**config.mk**
```make
export PLATFORM = sky130hd
export DESIGN_NAME = lbs_sequencer
export DESIGN_NICKNAME = d
export VERILOG_FILES = /design/src/include/lbs_pkg.sv /design/src/hdl/lbs_sequencer.sv
export SDC_FILE = /design/constraint.sdc
export NUM_CORES = 1
export LEC_CHECK = 0
export ABC_AREA = 1
export BUFFER_PORTS_ARGS = -buffer_cell sky130_fd_sc_hd__buf_2
export CAP_MARGIN = 0
export CORE_ASPECT_RATIO = 1.75
export CORE_MARGIN = 8
export CORE_UTILIZATION = 30
export DETAILED_ROUTE_END_ITERATION = 7
export PLACE_DENSITY = 0.56
export SLEW_MARGIN = 10
export SYNTH_ARGS = -nofsm -noshare
export SYNTH_HDL_FRONTEND = slang
export SYNTH_SLANG_ARGS = --single-unit
```
**constraint.sdc**
```tcl
create_clock -name CORE_CLK -period 6.1 [get_ports CORE_CLK]
set_input_delay 0.61 -clock CORE_CLK [delete_from_list [all_inputs] [get_ports CORE_CLK]]
set_output_delay 0.61 -clock CORE_CLK [all_outputs]
set_load 0.1 [all_outputs]
```
**src/include/lbs_pkg.sv**
```systemverilog
// Purpose: shared constants for the lcd bias start-up sequencer
// Assumes: 125 MHz core clock
// Notes:   times are kept in their own unit, counts derived from them
package lbs_pkg;
    localparam int CLK_MHZ        = 125;
    localparam int CHECK_TIME_US  = 1000;
    localparam int CHECK_CYCLES   = CHECK_TIME_US * CLK_MHZ;
    localparam int RST_TIME_US    = 1000;
    localparam int RST_CYCLES     = RST_TIME_US * CLK_MHZ;
    localparam int DLY_TIME_US    = 1000;
    localparam int DLY_CYCLES     = DLY_TIME_US * CLK_MHZ;
    localparam int SOFT_STEP_US   = 1;
    localparam int SOFT_STEP_CYC  = SOFT_STEP_US * CLK_MHZ;
    localparam int CNT_W          = 32;
    localparam int SOFT_W         = 8;
    localparam logic [SOFT_W-1:0] SOFT_FULL = 8'hff;
    localparam logic [SOFT_W-1:0] SOFT_ZERO = 8'h00;

    typedef enum logic [2:0] {
        LBS_OFF,
        LBS_BUCK,
        LBS_RESET,
        LBS_WAIT_EN,
        LBS_DELAY,
        LBS_CHECK,
        LBS_RUN,
        LBS_FAULT
    } lbs_state_t;
endpackage : lbs_pkg

```
**src/hdl/lbs_sequencer.sv**
```systemverilog
// Purpose: start-up order of buck, negative pump, isolation switch,
//          boost converter and positive pump for an lcd bias supply
// Assumes: all inputs are comparator flags synchronous to CORE_CLK
// Notes:   analogue levels appear only as flags
`timescale 1ns/1ps
module lbs_sequencer #(
    parameter int RST_CYC   = lbs_pkg::RST_CYCLES,
    parameter int DLY_CYC   = lbs_pkg::DLY_CYCLES,
    parameter int CHECK_CYC = lbs_pkg::CHECK_CYCLES,
    parameter int STEP_CYC  = lbs_pkg::SOFT_STEP_CYC
) (
    // clock and reset
    input  wire logic                      CORE_CLK,
    input  wire logic                      RST_N,
    // supply monitors
    input  wire logic                      INPUT_LOCKOUT,
    input  wire logic                      THERMAL_HOT,
    input  wire logic                      THERMAL_COOL,
    input  wire logic                      BUCK_POWER_GOOD,
    input  wire logic                      BOOST_RAIL_AT_VIN,
    input  wire logic                      POS_FEEDBACK_100MV,
    input  wire logic                      BOOST_SWITCHING,
    // external enable mode on reset_timing_pin
    input  wire logic                      EXT_ENABLE_MODE,
    input  wire logic                      RESET_TIMING_PIN,
    // converter enables
    output logic                           BUCK_EN,
    output logic                           NEG_PUMP_EN,
    output logic                           BOOST_EN,
    output logic                           POS_PUMP_SC_MODE,
    output logic                           POS_PUMP_REGULATE,
    output logic [lbs_pkg::SOFT_W-1:0]     POSITIVE_PUMP_CONTROL,
    // isolation gate, active low
    output logic                           ISOLATION_GATE_DRIVE_N,
    // open-drain reset to timing controller
    output logic                           TCON_RESET_O,
    output logic                           TCON_RESET_OE_N,
    // status
    output logic                           BOOST_START_ERROR,
    output logic                           THERMAL_SHUTDOWN
);
    lbs_pkg::lbs_state_t state_reg;
    lbs_pkg::lbs_state_t state_next;
    logic [lbs_pkg::CNT_W-1:0]  cnt_reg;
    logic [lbs_pkg::CNT_W-1:0]  step_reg;
    logic [lbs_pkg::SOFT_W-1:0] soft_reg;
    logic                       hot_reg;
    logic                       error_reg;
    logic                       pump_held_reg;
    logic                       inhibit;
    logic                       cnt_done;

    assign inhibit  = INPUT_LOCKOUT | hot_reg;
    assign cnt_done = (cnt_reg == '0);

    always_ff @(posedge CORE_CLK or negedge RST_N)
    begin
        if (!RST_N)
            hot_reg <= 1'b0;
        else if (THERMAL_HOT)
            hot_reg <= 1'b1;
        else if (THERMAL_COOL)
            hot_reg <= 1'b0;
    end

    always_comb
    begin
        state_next = state_reg;
        unique case (state_reg)
            lbs_pkg::LBS_OFF:
                state_next = lbs_pkg::LBS_BUCK;
            lbs_pkg::LBS_BUCK:
                if (BUCK_POWER_GOOD)
                    state_next = EXT_ENABLE_MODE ? lbs_pkg::LBS_WAIT_EN
                                                 : lbs_pkg::LBS_RESET;
            lbs_pkg::LBS_RESET:
                // only the timer, not the pin
                if (cnt_done)
                    state_next = lbs_pkg::LBS_DELAY;
            lbs_pkg::LBS_WAIT_EN:
                if (RESET_TIMING_PIN)
                    state_next = lbs_pkg::LBS_DELAY;
            lbs_pkg::LBS_DELAY:
                if (cnt_done)
                    state_next = lbs_pkg::LBS_CHECK;
            lbs_pkg::LBS_CHECK:
                // single sample at 1 ms; miss is an error
                if (cnt_done)
                    state_next = BOOST_RAIL_AT_VIN ? lbs_pkg::LBS_RUN
                                                   : lbs_pkg::LBS_FAULT;
            lbs_pkg::LBS_RUN:
                state_next = lbs_pkg::LBS_RUN;
            lbs_pkg::LBS_FAULT:
                state_next = lbs_pkg::LBS_FAULT;
            default:
                state_next = lbs_pkg::LBS_OFF;
        endcase
    end

    // any shutdown restarts; enables drop together, pump control with them, or one cycle later in regulation
    always_ff @(posedge CORE_CLK or negedge RST_N)
    begin
        if (!RST_N)
            state_reg <= lbs_pkg::LBS_OFF;
        else if (inhibit)
            state_reg <= lbs_pkg::LBS_OFF;
        else
            state_reg <= state_next;
    end

    // one down-counter shared by reset, delay and check phases
    always_ff @(posedge CORE_CLK or negedge RST_N)
    begin
        if (!RST_N)
            cnt_reg <= '0;
        else if (state_next != state_reg || inhibit)
        begin
            unique case (state_next)
                // zero reset time falls through at once
                lbs_pkg::LBS_RESET:
                    cnt_reg <= (RST_CYC > 0) ?
                        lbs_pkg::CNT_W'(RST_CYC - 1) : '0;
                lbs_pkg::LBS_DELAY:
                    cnt_reg <= lbs_pkg::CNT_W'(DLY_CYC - 1);
                lbs_pkg::LBS_CHECK:
                    cnt_reg <= lbs_pkg::CNT_W'(CHECK_CYC - 1);
                default:
                    cnt_reg <= '0;
            endcase
        end
        else if (!cnt_done)
            cnt_reg <= cnt_reg - 1'b1;
    end

    always_ff @(posedge CORE_CLK or negedge RST_N)
    begin
        if (!RST_N)
            error_reg <= 1'b0;
        else if (state_next == lbs_pkg::LBS_FAULT)
            error_reg <= 1'b1;
        else if (state_reg == lbs_pkg::LBS_OFF && !inhibit)
            error_reg <= 1'b0;
    end

    // pause pump current once feedback seen
    always_ff @(posedge CORE_CLK or negedge RST_N)
    begin
        if (!RST_N)
            pump_held_reg <= 1'b0;
        else if (state_reg != lbs_pkg::LBS_CHECK &&
                 state_reg != lbs_pkg::LBS_RUN)
            pump_held_reg <= 1'b0;
        else if (POS_FEEDBACK_100MV)
            pump_held_reg <= 1'b1;
    end

    // soft start ramp, one step per STEP_CYC clocks
    always_ff @(posedge CORE_CLK or negedge RST_N)
    begin
        if (!RST_N)
        begin
            step_reg <= '0;
            soft_reg <= lbs_pkg::SOFT_ZERO;
        end
        else if (!POS_PUMP_REGULATE)
        begin
            step_reg <= '0;
            soft_reg <= lbs_pkg::SOFT_ZERO;
        end
        else if (step_reg == lbs_pkg::CNT_W'(STEP_CYC - 1))
        begin
            step_reg <= '0;
            if (soft_reg != lbs_pkg::SOFT_FULL)
                soft_reg <= soft_reg + 1'b1;
        end
        else
            step_reg <= step_reg + 1'b1;
    end

    logic gate_on;
    logic sc_mode;
    assign gate_on = (state_reg == lbs_pkg::LBS_CHECK) ||
                     (state_reg == lbs_pkg::LBS_RUN);
    assign sc_mode = gate_on && !(state_reg == lbs_pkg::LBS_RUN &&
                                  BOOST_SWITCHING);

    always_ff @(posedge CORE_CLK or negedge RST_N)
    begin
        if (!RST_N)
        begin
            BUCK_EN                <= 1'b0;
            NEG_PUMP_EN            <= 1'b0;
            BOOST_EN               <= 1'b0;
            POS_PUMP_SC_MODE       <= 1'b0;
            POS_PUMP_REGULATE      <= 1'b0;
            POSITIVE_PUMP_CONTROL  <= lbs_pkg::SOFT_ZERO;
            ISOLATION_GATE_DRIVE_N <= 1'b1;
            TCON_RESET_OE_N        <= 1'b0;
        end
        else
        begin
            BUCK_EN <= state_reg != lbs_pkg::LBS_OFF;
            // negative pump waits for reset time or enable pin; with release
            NEG_PUMP_EN <= state_reg == lbs_pkg::LBS_DELAY || gate_on ||
                           state_reg == lbs_pkg::LBS_FAULT;
            // boost only after reset and check
            BOOST_EN <= state_reg == lbs_pkg::LBS_RUN;
            // gate low for the isolation switch
            ISOLATION_GATE_DRIVE_N <= !(gate_on ||
                                        state_reg == lbs_pkg::LBS_FAULT);
            POS_PUMP_SC_MODE <= sc_mode;
            POS_PUMP_REGULATE <= state_reg == lbs_pkg::LBS_RUN &&
                                 BOOST_SWITCHING;
            // full in short mode until feedback, then zero; ramp in regulation
            if (POS_PUMP_REGULATE)
                POSITIVE_PUMP_CONTROL <= soft_reg;
            else if (sc_mode && !pump_held_reg)
                POSITIVE_PUMP_CONTROL <= lbs_pkg::SOFT_FULL;
            else
                POSITIVE_PUMP_CONTROL <= lbs_pkg::SOFT_ZERO;
            // pull low only, released after reset time, or after the pin in external enable mode
            TCON_RESET_OE_N <= state_reg == lbs_pkg::LBS_DELAY || gate_on ||
                               state_reg == lbs_pkg::LBS_FAULT;
        end
    end

    // open drain: output level is always low
    assign TCON_RESET_O      = 1'b0;
    assign BOOST_START_ERROR = error_reg;
    assign THERMAL_SHUTDOWN  = hot_reg;
endmodule : lbs_sequencer

```
* Yosys cells after proc, flatten, opt, wreduce, memory -nomap -nowiden
Index checks and enable logic that the tools add are counted.
** Word-level totals
- Register bits :: 92
** Cells by class
- $add $sub $neg :: 3
- Eq/ne operators :: 19
- Muxes and demuxes :: 25
- Bitwise operators :: 1
- Reductions and logical operators :: 22
** Operators with widths (count)
- two-way mux 32 bit :: 4
- two-way mux 8 bit :: 5
- adder 32 x 1 -> 32 bit, second input constant :: 1
- equality test 32 x 7 -> 1 bit, second input constant :: 1
- zero test 32 bit :: 1
- subtractor 32 x 1 -> 32 bit, second input constant :: 1
- one-hot mux 3 bit (8 select lines) :: 1
- equality test 3 bit, second input constant :: 7
- two-way mux 3 bit :: 6
- two-way mux 17 bit :: 1
- equality test 3 x 2 -> 1 bit, second input constant :: 3
- adder 8 x 1 -> 8 bit, second input constant :: 1
- two-way mux 1 bit :: 8
- != test 8 bit, second input constant :: 1
- != test 2 x 1 -> 1 bit, second input constant :: 3
- != test 3 bit, second input constant :: 2
- nonzero test 2 bit :: 3
- logical AND 1 bit :: 5
- logical OR 1 bit :: 5
- zero test 1 bit :: 4
- equality test 3 x 1 -> 1 bit, second input constant :: 1
- zero test 3 bit :: 1
- != test 3 bit :: 1
- nonzero test 3 bit :: 1
- other kinds (3) :: 3

* Longest topological paths before layout
Gate-level depths: netlist of run 1.
- Word-level depth :: 7
- Depth in mapped cells :: 15
- Depth with buffers taken out :: 15

* Least setup slack after synthesis of run 1
No wires, ideal clock.
- Kind :: reg2reg
- From :: register cnt_reg[0] (netlist name)
- To :: register cnt_reg[10] (netlist name)
- Setup time :: 119 ps
- Arrival time :: 1880 ps
- Required time :: 5981 ps
- Slack :: 4101 ps
- Cell stages (with the launch flop) :: 15
- Clock period less this slack :: 1999 ps
- Path through :: dfrtp_1 -> inv_1 -> ha_1 -> nand2_2 -> nor2_8 -> nand2_2 -> nor2_4 -> nand2_1 -> nand2_1 -> nor2_2 -> nand2_1 -> nand2_4 -> nand2_4 -> buf_6 -> nor2_1
** Between the ends
- Word-level cells in the longest chain between the ends :: 6
- Elaborated cells on any way between the ends :: 11
- Those cells by class :: add/sub: 1; eq/ne: 2; mux: 6; reduce/logical: 2
** RTL lines
- start, declared :: RTL line lbs_sequencer.sv:44 : logic [lbs_pkg::CNT_W-1:0] cnt_reg;
- start signal, assigned :: RTL line lbs_sequencer.sv:121 : cnt_reg <= (RST_CYC > 0) ?
- start signal, assigned :: RTL line lbs_sequencer.sv:124 : cnt_reg <= lbs_pkg::CNT_W'(DLY_CYC - 1);
- start signal, assigned :: RTL line lbs_sequencer.sv:126 : cnt_reg <= lbs_pkg::CNT_W'(CHECK_CYC - 1);
- parallel branches: the longest is 6 deep, another holds subtractor 32 x 1 -> 32 bit
Several ways; the timed one is not identified. The select of a mux whose other input is x is not followed.
A chain may end at the register's enable or synchronous reset.

* Final worst setup path of run 1
- From :: register step_reg[0] (netlist name)
- To :: register soft_reg[7] (netlist name)
** Between the ends
- Word-level cells in the longest chain between the ends :: 3
** RTL lines
- start, declared :: RTL line lbs_sequencer.sv:45 : logic [lbs_pkg::CNT_W-1:0] step_reg;
- start signal, assigned :: RTL line lbs_sequencer.sv:177 : step_reg <= step_reg + 1'b1;
- equality test 32 x 7 -> 1 bit :: RTL line lbs_sequencer.sv:170 : else if (step_reg == lbs_pkg::CNT_W'(STEP_CYC - 1))
- != test 2 x 1 -> 1 bit (no line)
- AND reduction 2 bit (no line)
- end signal, assigned :: RTL line lbs_sequencer.sv:163 : soft_reg <= lbs_pkg::SOFT_ZERO;
- end signal, assigned :: RTL line lbs_sequencer.sv:168 : soft_reg <= lbs_pkg::SOFT_ZERO;
- end signal, assigned :: RTL line lbs_sequencer.sv:174 : soft_reg <= soft_reg + 1'b1;
- end, declared :: RTL line lbs_sequencer.sv:46 : logic [lbs_pkg::SOFT_W-1:0] soft_reg;
Every way passes these cells.

==> results of run 1 <==
-- worst register-to-register path, delay by kind of cell, from the launching register on --
family | cells | cell delay [ps]
simple gates | 5 | 1160
compound gates | 2 | 590
flops | 1 | 400
fa+ha+maj | 1 | 140
buf+inv | 1 | 80
-- metrics by stage --
| step | hold slack, ps | cell area (sq um) | utilization | setup slack [ps] | cells |
|---|---|---|---|---|---|
| 2_1_floorplan | 314 | 5030 | - | 4100 | 627 |
| 3_3_place_gp | 445 | 5390 | 0.328 | 3550 | 867 |
| 3_5_place_dp | 459 | 5390 | 0.328 | 3540 | 867 |
| 4_1_cts | 119 | 5700 | 0.346 | 3540 | 883 |
| 5_1_grt | 126 | 5700 | 0.346 | 3280 | 883 |
| 6_report | 127 | 5700 | 0.346 | 3570 | 883 |
-- power groups by stage --
stage	combinational (mW)	sequential, mW	clock, mW
2_1_floorplan	0.355	0.649	0
3_3_place_gp	0.463	0.646	0
3_5_place_dp	0.463	0.646	0
4_1_cts	0.466	0.634	0.608
5_1_grt	0.520	0.635	0.631
6_report	0.460	0.634	0.583
-- cell type report --
cell class                 count  area share
timing repair buffer          29      0.0268
tap                          224      0.0492
sequential                    92       0.404
clock inverter                 5      0.0114
multi-input combinational    462       0.426
clock buffer                  11      0.0426
inverter                      60      0.0395
-- cell families after synthesis --
family,synth area share
buffers and inverters,0.0597
AOI/OAI and AO/OA,0.0453
other,0.000745
xor gates and xnor gates,0.0836
adders and majority gates,0.00995
and+or+nand+nor,0.343
DFF,0.458
-- layer usage --
metal,wire [um],track usage,vias up
met5,0,0,-
met2,6840,0.230,82
met4,324,0.0562,0
met3,430,0.0268,20
li1,-,-,2072
met1,4850,0.125,1971
-- worst min path at each step --
stage	startpoint	end
floorplan	RST_N	BOOST_EN
global placement	step_reg[0]	step_reg[0]
detailed placement	step_reg[0]	step_reg[0]
CTS	RST_N	step_reg[6]
global route	RST_N	step_reg[6]
finish	RST_N	step_reg[6]
-- cells in the final DEF, fill, tap and decap left out, types with 2 or more instances in the layout --
cell,n
xnor2_1,20
inv_2,3
clkbuf_16,9
or2_2,5
and3_1,3
nand3_1,37
nor4_1,16
ha_1,4
nor3_2,8
nor2_1,115
nor2_4,3
nand2_4,4
xor2_1,28
nor2_2,7
nand2_1,111
nor3b_1,2
nand2_2,2
a21oi_1,18
dfrtp_1,91
inv_6,4
inv_1,57
o21ai_0,20
nor3_1,39
buf_2,26
nand3_2,2
nand4_1,9
buf_4,3
==> metrics.md, run 1 <==
| Metric | Value |
|---|---|
| Status | `complete, no violations` |
| DRC violations left | `0` |
| Avg Vias per Cell | `between 4 and 5` |
| Top cell type's share of synthesized area | `0.453` |
| Initial Util | `0.306` |
| Achievable clock frequency | `a little under 400 MHz` |
| Slew margin rel. | `0.344` |
| P_leak | `roughly 2.6 nW` |
| # IOs | `29` |
| Multi-input gate area | `2430 sq um` |
| Final Slew Violations | `0` |
| Synth area leader | `dfrtp_1` |
| Clock slew at reported path FFs | `70 ps` |
| Part of the power in combinational logic | `0.274` |
| Area Growth Syn to Fin | `13.2%` |
| CTS buffer count | `9` |
| Grt total ovfl | `0` |
| Power Density | `~300 nW/um^2` |
| Gr usage total | `0.123` |
| CP arrival | `2720 ps` |
| Ys flop type | `dfrtp_1` |
| Part of the power in the clock network | `0.348` |
| Synth cell types | `38` |
| First-pass GRT wire length | `~21 mm` |
| CTS tree | `done` |
| Mapped Area | `slightly above 5000 sq um` |
| Worst Setup EP | `soft_reg[7]` |
| Worst path depth | `9` |
| Net Count, Synth | `~640` |
| Die width | `114 um` |
| CP max stage delay | `roughly 490 ps` |
| Clock latency on the worst-skew pair | `about 340 ps` |
| DRT iter0 DRCs | `~230` |
| H-Tree Depth | `3` |
| Die Ht | `roughly 190 um` |
| Pin count of the biggest net entering global routing | `75` |
| Antenna viol nets, final | `0` |
| Switching power | `around 0.56 mW` |
| Avg Inst Size Synth | `8.02 sq um` |
| Worst path most repeated cell | `nand2_1` |
| Commonest cells post-synth | `nor2_1, nand2_1, dfrtp_1` |
| RR Startpoint | `step_reg[0]` |
| Total number of vias | `slightly above 4000` |
| FILL cells | `roughly 1800` |
| Ant. Diodes | `0` |
| Routability congestion estimate | `roughly 0.9` |
| Clock Skew | `between 10 and 15 ps` |
| Clock root buffer | `clkbuf_16` |
| Number of global-route vias before repair | `between 4000 and 5000` |
| Setup TNS | `0 ps` |
| Top delay family on crit path | `simple AND/OR/NAND/NOR gates` |
| WP data required | `around 6300 ps` |
| CTS resizes | `0` |
| Die area | `21300 sq um` |
| # port buffers | `27` |
| WS Path Type | `reg2reg` |
| Tcrit/Tclk final | `0.415` |
| WP buf/inv | `1` |
| Post-synth ARST share | `1.00` |
| Reg power frac | `0.378` |
| Worst path cell trace | `inv_1, ha_1, nand3_1, nor4_1, nand4_1, nand2_1, o21ai_1, nand2_1, o21ai_0` |
| FF/Latch Area | `around 2300 sq um` |
| Critical-path top delay cell | `o21ai_1` |
| Core ar. | `~16000 sq um` |
| Setup Fix Bufs, Post-CTS | `0` |
| Crit Path Max Fanout | `16` |
| CP startpoint kind | `flip-flop` |
| Fin crit period | `between 2000 and 3000 ps` |
| Mapped Cells | `between 600 and 700` |
| R2R Setup Slk | `3570 ps` |
| CTS max path bufs | `2` |
| Peak supply drop | `~0.12 mV` |
| Reg2reg end | `soft_reg[7]` |
| Yosys warnings | `0` |
| Int Power | `around 1.1 mW` |
| Rows | `62` |
| RSZ-0062 raised after global routing | `false` |
| Antenna violations before repair | `0` |
| Hold Crit Class | `in2async` |
| Worst reg2reg path depth | `9` |
| Max-cap violation count | `0` |
| Sw Share | `0.334` |
| Post-DP HPWL | `9.34 mm` |
| Final-report setup violation count | `0` |
| Most frequent cell after synthesis | `nor2_1` |
| # hold bufs at CTS | `0` |
| Sequential cell area fraction in the yosys report | `0.458` |
| # nets final | `about 670` |
| CP endpoint kind | `flip-flop` |
| WL/cell | `14.1 um` |
| Seq cells post-synth | `between 90 and 100` |
| Worst setup path startpoint | `step_reg[0]` |
| Detailed Routing Iterations Pass 1 | `4` |
| Post-layout power | `roughly 1.7 mW` |
| Hold Vio Cnt, Final | `0` |
| Post-synth EDFFs | `0` |
| Clock sinks | `92` |
| Synth top area cells | `dfrtp_1, nor2_1, nand2_1` |
| WL final | `between 10 and 15 mm` |
| Fraction of layout cells with a size suffix above 1 | `0.124` |
| Worst-Margin Slew | `roughly 980 ps` |
No activity file was read; power rests on OpenSTA's default activity.
==> run 2, diff against run 1 <==
==> constraint.sdc (replaced) <==
create_clock -name CORE_CLK -period 2.4 [get_ports CORE_CLK]
set_input_delay 0.24 -clock CORE_CLK [delete_from_list [all_inputs] [get_ports CORE_CLK]]
set_output_delay 0.24 -clock CORE_CLK [all_outputs]
set_load 0.1 [all_outputs]
==> run 2 against run 1 <==
Combinational power increased to 2.6 times the previous value. Global-route usage increased by 0.13 points. Largest cell class unchanged. Clock skew increased by 2.7 ps. Clock-buffer cell count decreased by 2. Critical endpoint is now cnt_reg[2]. Fmax increased by 14%. Final cell count increased by 1.6%. Flip-flop and latch count unchanged.
==> metrics.md, run 2 (same netlist as run 1, synthesis figures left out) <==
| Metric | Value |
|---|---|
| Antenna viol nets, final | `0` |
| Slew margin rel. | `0.382` |
| DRT iter0 DRCs | `around 140` |
| R2R Setup Slk | `about 170 ps` |
| Post-DP HPWL | `about 10 mm` |
| Worst reg2reg path depth | `12` |
| Clock sinks | `a little over 90` |
| Setup TNS | `0 ps` |
| CTS tree | `done` |
| Gr usage total | `0.125` |
| # nets final | `between 600 and 700` |
| Antenna violations before repair | `0` |
| Fin crit period | `between 2000 and 2500 ps` |
| Pin count of the biggest net entering global routing | `48` |
| CP arrival | `between 2000 and 2500 ps` |
| Commonest non-fill, non-tap cell in the layout | `nor2_1` |
| # port buffers | `27` |
| CP endpoint kind | `flip-flop` |
| CP startpoint kind | `flip-flop` |
| Clock root buffer | `clkbuf_16` |
| Clock slew at reported path FFs | `around 70 ps` |
| Initial Util | `0.306` |
| Die area | `around 21000 sq um` |
| Final-report setup violation count | `0` |
| FILL cells | `roughly 1800` |
| Peak supply drop | `0.332 mV` |
| Ant. Diodes | `0` |
| WS Path Type | `reg2reg` |
| Grt total ovfl | `0` |
| Worst setup path startpoint | `cnt_reg[0]` |
| RR Startpoint | `cnt_reg[0]` |
| Clock Skew | `approximately 13 ps` |
| Achievable clock frequency | `449 MHz` |
| CTS max path bufs | `2` |
| First-pass GRT wire length | `approximately 21 mm` |
| Fraction of layout cells with a size suffix above 1 | `0.144` |
| Inst Count DP | `between 800 and 900` |
| CTS buffer count | `9` |
| Area Growth Syn to Fin | `16.0%` |
| Multi-input gate area | `~2400 sq um` |
| P_leak | `approximately 2.7 nW` |
| Routability congestion estimate | `~0.90` |
| Final Slew Violations | `0` |
| Rows | `just over 60` |
| Power Density | `roughly 740 nW/um^2` |
| Hold Crit Class | `in2reg` |
| Avg Vias per Cell | `around 4.6` |
| # IOs | `29` |
| Hold Vio Cnt, Final | `0` |
| Post-route insts no fill | `roughly 900` |
| Die width | `roughly 110 um` |
| Reg2reg end | `cnt_reg[2]` |
| WL/cell | `14.0 um` |
| H-Tree Depth | `3` |
| RSZ-0062 raised after global routing | `false` |
| Tcrit/Tclk final | `0.927` |
| WP data required | `2670 ps` |
| WL final | `12.5 mm` |
| Worst-Margin Slew | `921 ps` |
| Setup slack after layout | `175 ps` |
| Total number of vias | `around 4200` |
| Clock latency on the worst-skew pair | `between 300 and 400 ps` |
| Status | `complete, no violations` |
| Number of global-route vias before repair | `roughly 4300` |
| Max-cap violation count | `0` |
| Die Ht | `between 150 and 200 um` |
| Worst Setup EP | `cnt_reg[2]` |
| Core ar. | `about 16000 sq um` |
| Crit Path Max Fanout | `9` |
| Detailed Routing Iterations Pass 1 | `4` |
| Most frequent cells in the layout | `nor2_1, nand2_1, dfrtp_1` |
| DRC violations left | `0` |
| Pre-CTS WS | `about 80 ps` |
| FF/Latch Area | `2300 sq um` |
run 2: report_power, final:
part | leakage (nW) | switching, mW | internal (mW)
sequential | 1.28 | 0.0327 | 1.58
clock | 0.152 | 0.680 | 0.835
combinational | 1.23 | 0.763 | 0.414
run 2: per-stage QoR:
stage / hold WS [ps] / util / total power [mW] / cell area [sq um]
2_1_floorplan: -55.6 / - / 2.55 / 5030
3_3_place_gp: 293 / 0.334 / 2.83 / 5490
3_5_place_dp: 293 / 0.334 / 2.82 / 5490
4_1_cts: 55.0 / 0.354 / 4.36 / 5820
5_1_grt: 62.0 / 0.355 / 4.56 / 5830
6_report: 62.5 / 0.355 / 4.30 / 5830
run 2: critical path, cell delays in order (launching register included):
cell	delay, ps
dfrtp_1	430
inv_1	100
ha_2	210
nand2_2	110
nor2_8	180
nand2_4	80
nor2_4	220
nand2_1	90
nand3_2	130
nand2_1	60
a21oi_1	250
nand2_4	120
a21oi_1	170
run 2: layout make-up:
class | count | area share
clock buffer | 9 | 0.0386
clock inverter | 7 | 0.0152
inverter | 60 | 0.0386
multi-input combinational | 462 | 0.418
sequential | 92 | 0.395
tap | 224 | 0.0480
timing repair buffer | 43 | 0.0468
run 2: per-layer routing:
layer  track usage  wire, um
met3        0.0204       391
met4        0.0809       566
met2         0.234      6800
met5             0         0
met1         0.121      4760
run 2: worst min-delay path by stage:
| stage | startpoint | endpoint | slack [ps] | cells past startpoint |
|---|---|---|---|---|
| after global placement | RST_N | step_reg[5] | 290 | 1 |
| final | THERMAL_COOL | THERMAL_SHUTDOWN | 60 | 2 |
| after CTS | THERMAL_COOL | THERMAL_SHUTDOWN | 60 | 2 |
| after detailed placement | RST_N | step_reg[19] | 290 | 1 |
| after global routing | THERMAL_COOL | THERMAL_SHUTDOWN | 60 | 2 |
| after floorplan | RST_N | BOOST_EN | -60 | 0 |
run 2: timing repair:
action,4_1_cts,5_1_grt
hold buffers,1,0
resized for setup,0,2
buffers inserted,0,1
endpoints found under the hold margin,44,0
setup endpoints to repair,0,22
==> run 3, diff against run 2 <==
==> constraint.sdc (replaced) <==
create_clock -name CORE_CLK -period 2.3 [get_ports CORE_CLK]
set_input_delay 0.23 -clock CORE_CLK [delete_from_list [all_inputs] [get_ports CORE_CLK]]
set_output_delay 0.23 -clock CORE_CLK [all_outputs]
set_load 0.1 [all_outputs]
==> run 3 against run 2 <==
Sequential power grew 4%. Final cell count grew 1.3%. First-iteration DRC count grew 19%. Cell area grew 2.3%. Global-route usage shrank 0.30 points. Clock power grew 8%. Critical path depth shrank 3. Combinational power grew 9%. Critical endpoint is now soft_reg[4]. Die area is the same. Setup slack lost 110 ps. Flip-flop and latch count is the same. Clock skew shrank 6.2 ps. Largest cell class unchanged.
==> metrics.md, run 3 (same netlist as run 1, synthesis figures left out) <==
| Metric | Value |
|---|---|
| Status | `complete, no violations` |
| Power Density | `771 nW/um^2` |
| Post-layout power | `about 4.6 mW` |
| DRT iter0 DRCs | `168` |
| First-pass GRT wire length | `between 20 and 25 mm` |
| # port buffers | `27` |
| Pin count of the biggest net entering global routing | `93` |
| Clock sinks | `between 90 and 100` |
| Max-cap violation count | `0` |
| WS Path Type | `reg2reg` |
| CTS max path bufs | `2` |
| Detailed Routing Iterations Pass 1 | `4` |
| # IOs | `29` |
| Avg Vias per Cell | `roughly 4.6` |
| Achievable clock frequency | `447 MHz` |
| Crit Path Max Fanout | `16` |
| CP arrival | `2430 ps` |
| CP endpoint kind | `flip-flop` |
| Antenna violations before repair | `0` |
| # nets final | `approximately 700` |
| Tcrit/Tclk final | `0.972` |
| Fraction of layout cells with a size suffix above 1 | `0.162` |
| Final Util | `0.363` |
| Final Slew Violations | `0` |
| Area Growth Syn to Fin | `18.6%` |
| Core ar. | `16400 sq um` |
| Routability congestion estimate | `about 0.90` |
| DRC violations left | `0` |
| P_leak | `2.74 nW` |
| Ant. Diodes | `0` |
| Peak supply drop | `approximately 0.43 mV` |
| Clock Skew | `roughly 7.3 ps` |
| Pre-CTS WS | `74.3 ps` |
| CTS buffer count | `9` |
| Number of global-route vias before repair | `approximately 4200` |
| Initial Util | `0.306` |
| Hold_ws | `between 60 and 70 ps` |
| Clock slew at reported path FFs | `around 70 ps` |
| CTS tree | `done` |
| Fin crit period | `approximately 2200 ps` |
| Grt total ovfl | `0` |
| Slew margin rel. | `0.423` |
| Hold Vio Cnt, Final | `0` |
| Commonest non-fill, non-tap cell in the layout | `nor2_1` |
| Antenna viol nets, final | `0` |
| Die area | `between 20000 and 25000 sq um` |
| Rows | `between 60 and 70` |
| Gr usage total | `0.122` |
| H-Tree Depth | `3` |
| Most frequent cells in the layout | `nor2_1, nand2_1, dfrtp_1` |
| WL final | `12.6 mm` |
| Die Ht | `187 um` |
| Die width | `roughly 110 um` |
| Post-route insts no fill | `909` |
| Total number of vias | `~4200` |
| Setup TNS | `0 ps` |
| Hold Crit Class | `in2reg` |
| WP data required | `2490 ps` |
| CP startpoint kind | `flip-flop` |
| Clock root buffer | `clkbuf_16` |
| Dpl cell area | `between 5000 and 6000 sq um` |
| Final-report setup violation count | `0` |
| WL/cell | `13.9 um` |
| Post-route cell area | `about 6000 sq um` |
| Clock latency on the worst-skew pair | `~340 ps` |
| Post-DP HPWL | `9.55 mm` |
| Worst-Margin Slew | `859 ps` |
| Inst Count DP | `888` |
| Setup slack after layout | `about 65 ps` |
run 3: changes by cell type in the layout (fill, tap and decap cells not counted), moves of 2 or more:
cell	before	now
a21oi_1	18	16
a21oi_2	0	2
buf_4	15	26
inv_6	1	3
inv_8	3	1
run 3: worst paths after layout:
check / start / endpoint / slack (ps) / depth (start not counted)
worst max-delay path: step_reg[0] / soft_reg[4] / 70 / 9
worst min-delay path: THERMAL_COOL / THERMAL_SHUTDOWN / 70 / 2
worst max register to register: step_reg[0] / soft_reg[4] / 70 / 9
worst min register to register: step_reg[0] / step_reg[0] / 460 / 1
max in group asynchronous: RST_N / cnt_reg[12] / 1400 / 3
min in group asynchronous: RST_N / step_reg[4] / 450 / 3
run 3: timing repair:
action                                  in CTS  in global routing
hold buffers                                 1                  0
gates resized for setup                      0                  5
setup buffers                                0                  4
endpoints found under the setup margin       0                 25
endpoints found under the hold margin       91                  0
run 3: power breakdown:
part | total [mW] | internal, mW | switching (mW)
Combinational | 1.29 | 0.474 | 0.811
Sequential | 1.68 | 1.65 | 0.0320
Clock | 1.64 | 0.970 | 0.667
Total | 4.60 | 3.09 | 1.51
run 3: worst max-delay path, stage by stage, from the launching register on:
cell,delay (ps)
dfrtp_1,400
inv_1,80
ha_1,140
nand3_1,70
nor4_1,430
nand4_1,290
nand2_1,140
o21ai_1,300
nand2_1,140
o21ai_0,90
run 3: routing by layer:
layer	up-vias	global-route usage	wire [um]
met5	-	0	0
met3	23	0.0210	324
met1	1950	0.126	4980
li1	2123	-	-
met4	0	0.0500	363
met2	75	0.230	6940
run 3: final cells by class:
class | instances | area [sq um]
flip-flops and latches | 92 | 2300
well taps | 224 | 280
multi-input cells | 462 | 2460
clock inverters | 7 | 103
clock buffers | 9 | 225
inverters | 60 | 225
repair buffers | 55 | 375
fillers | 1729 | 10500
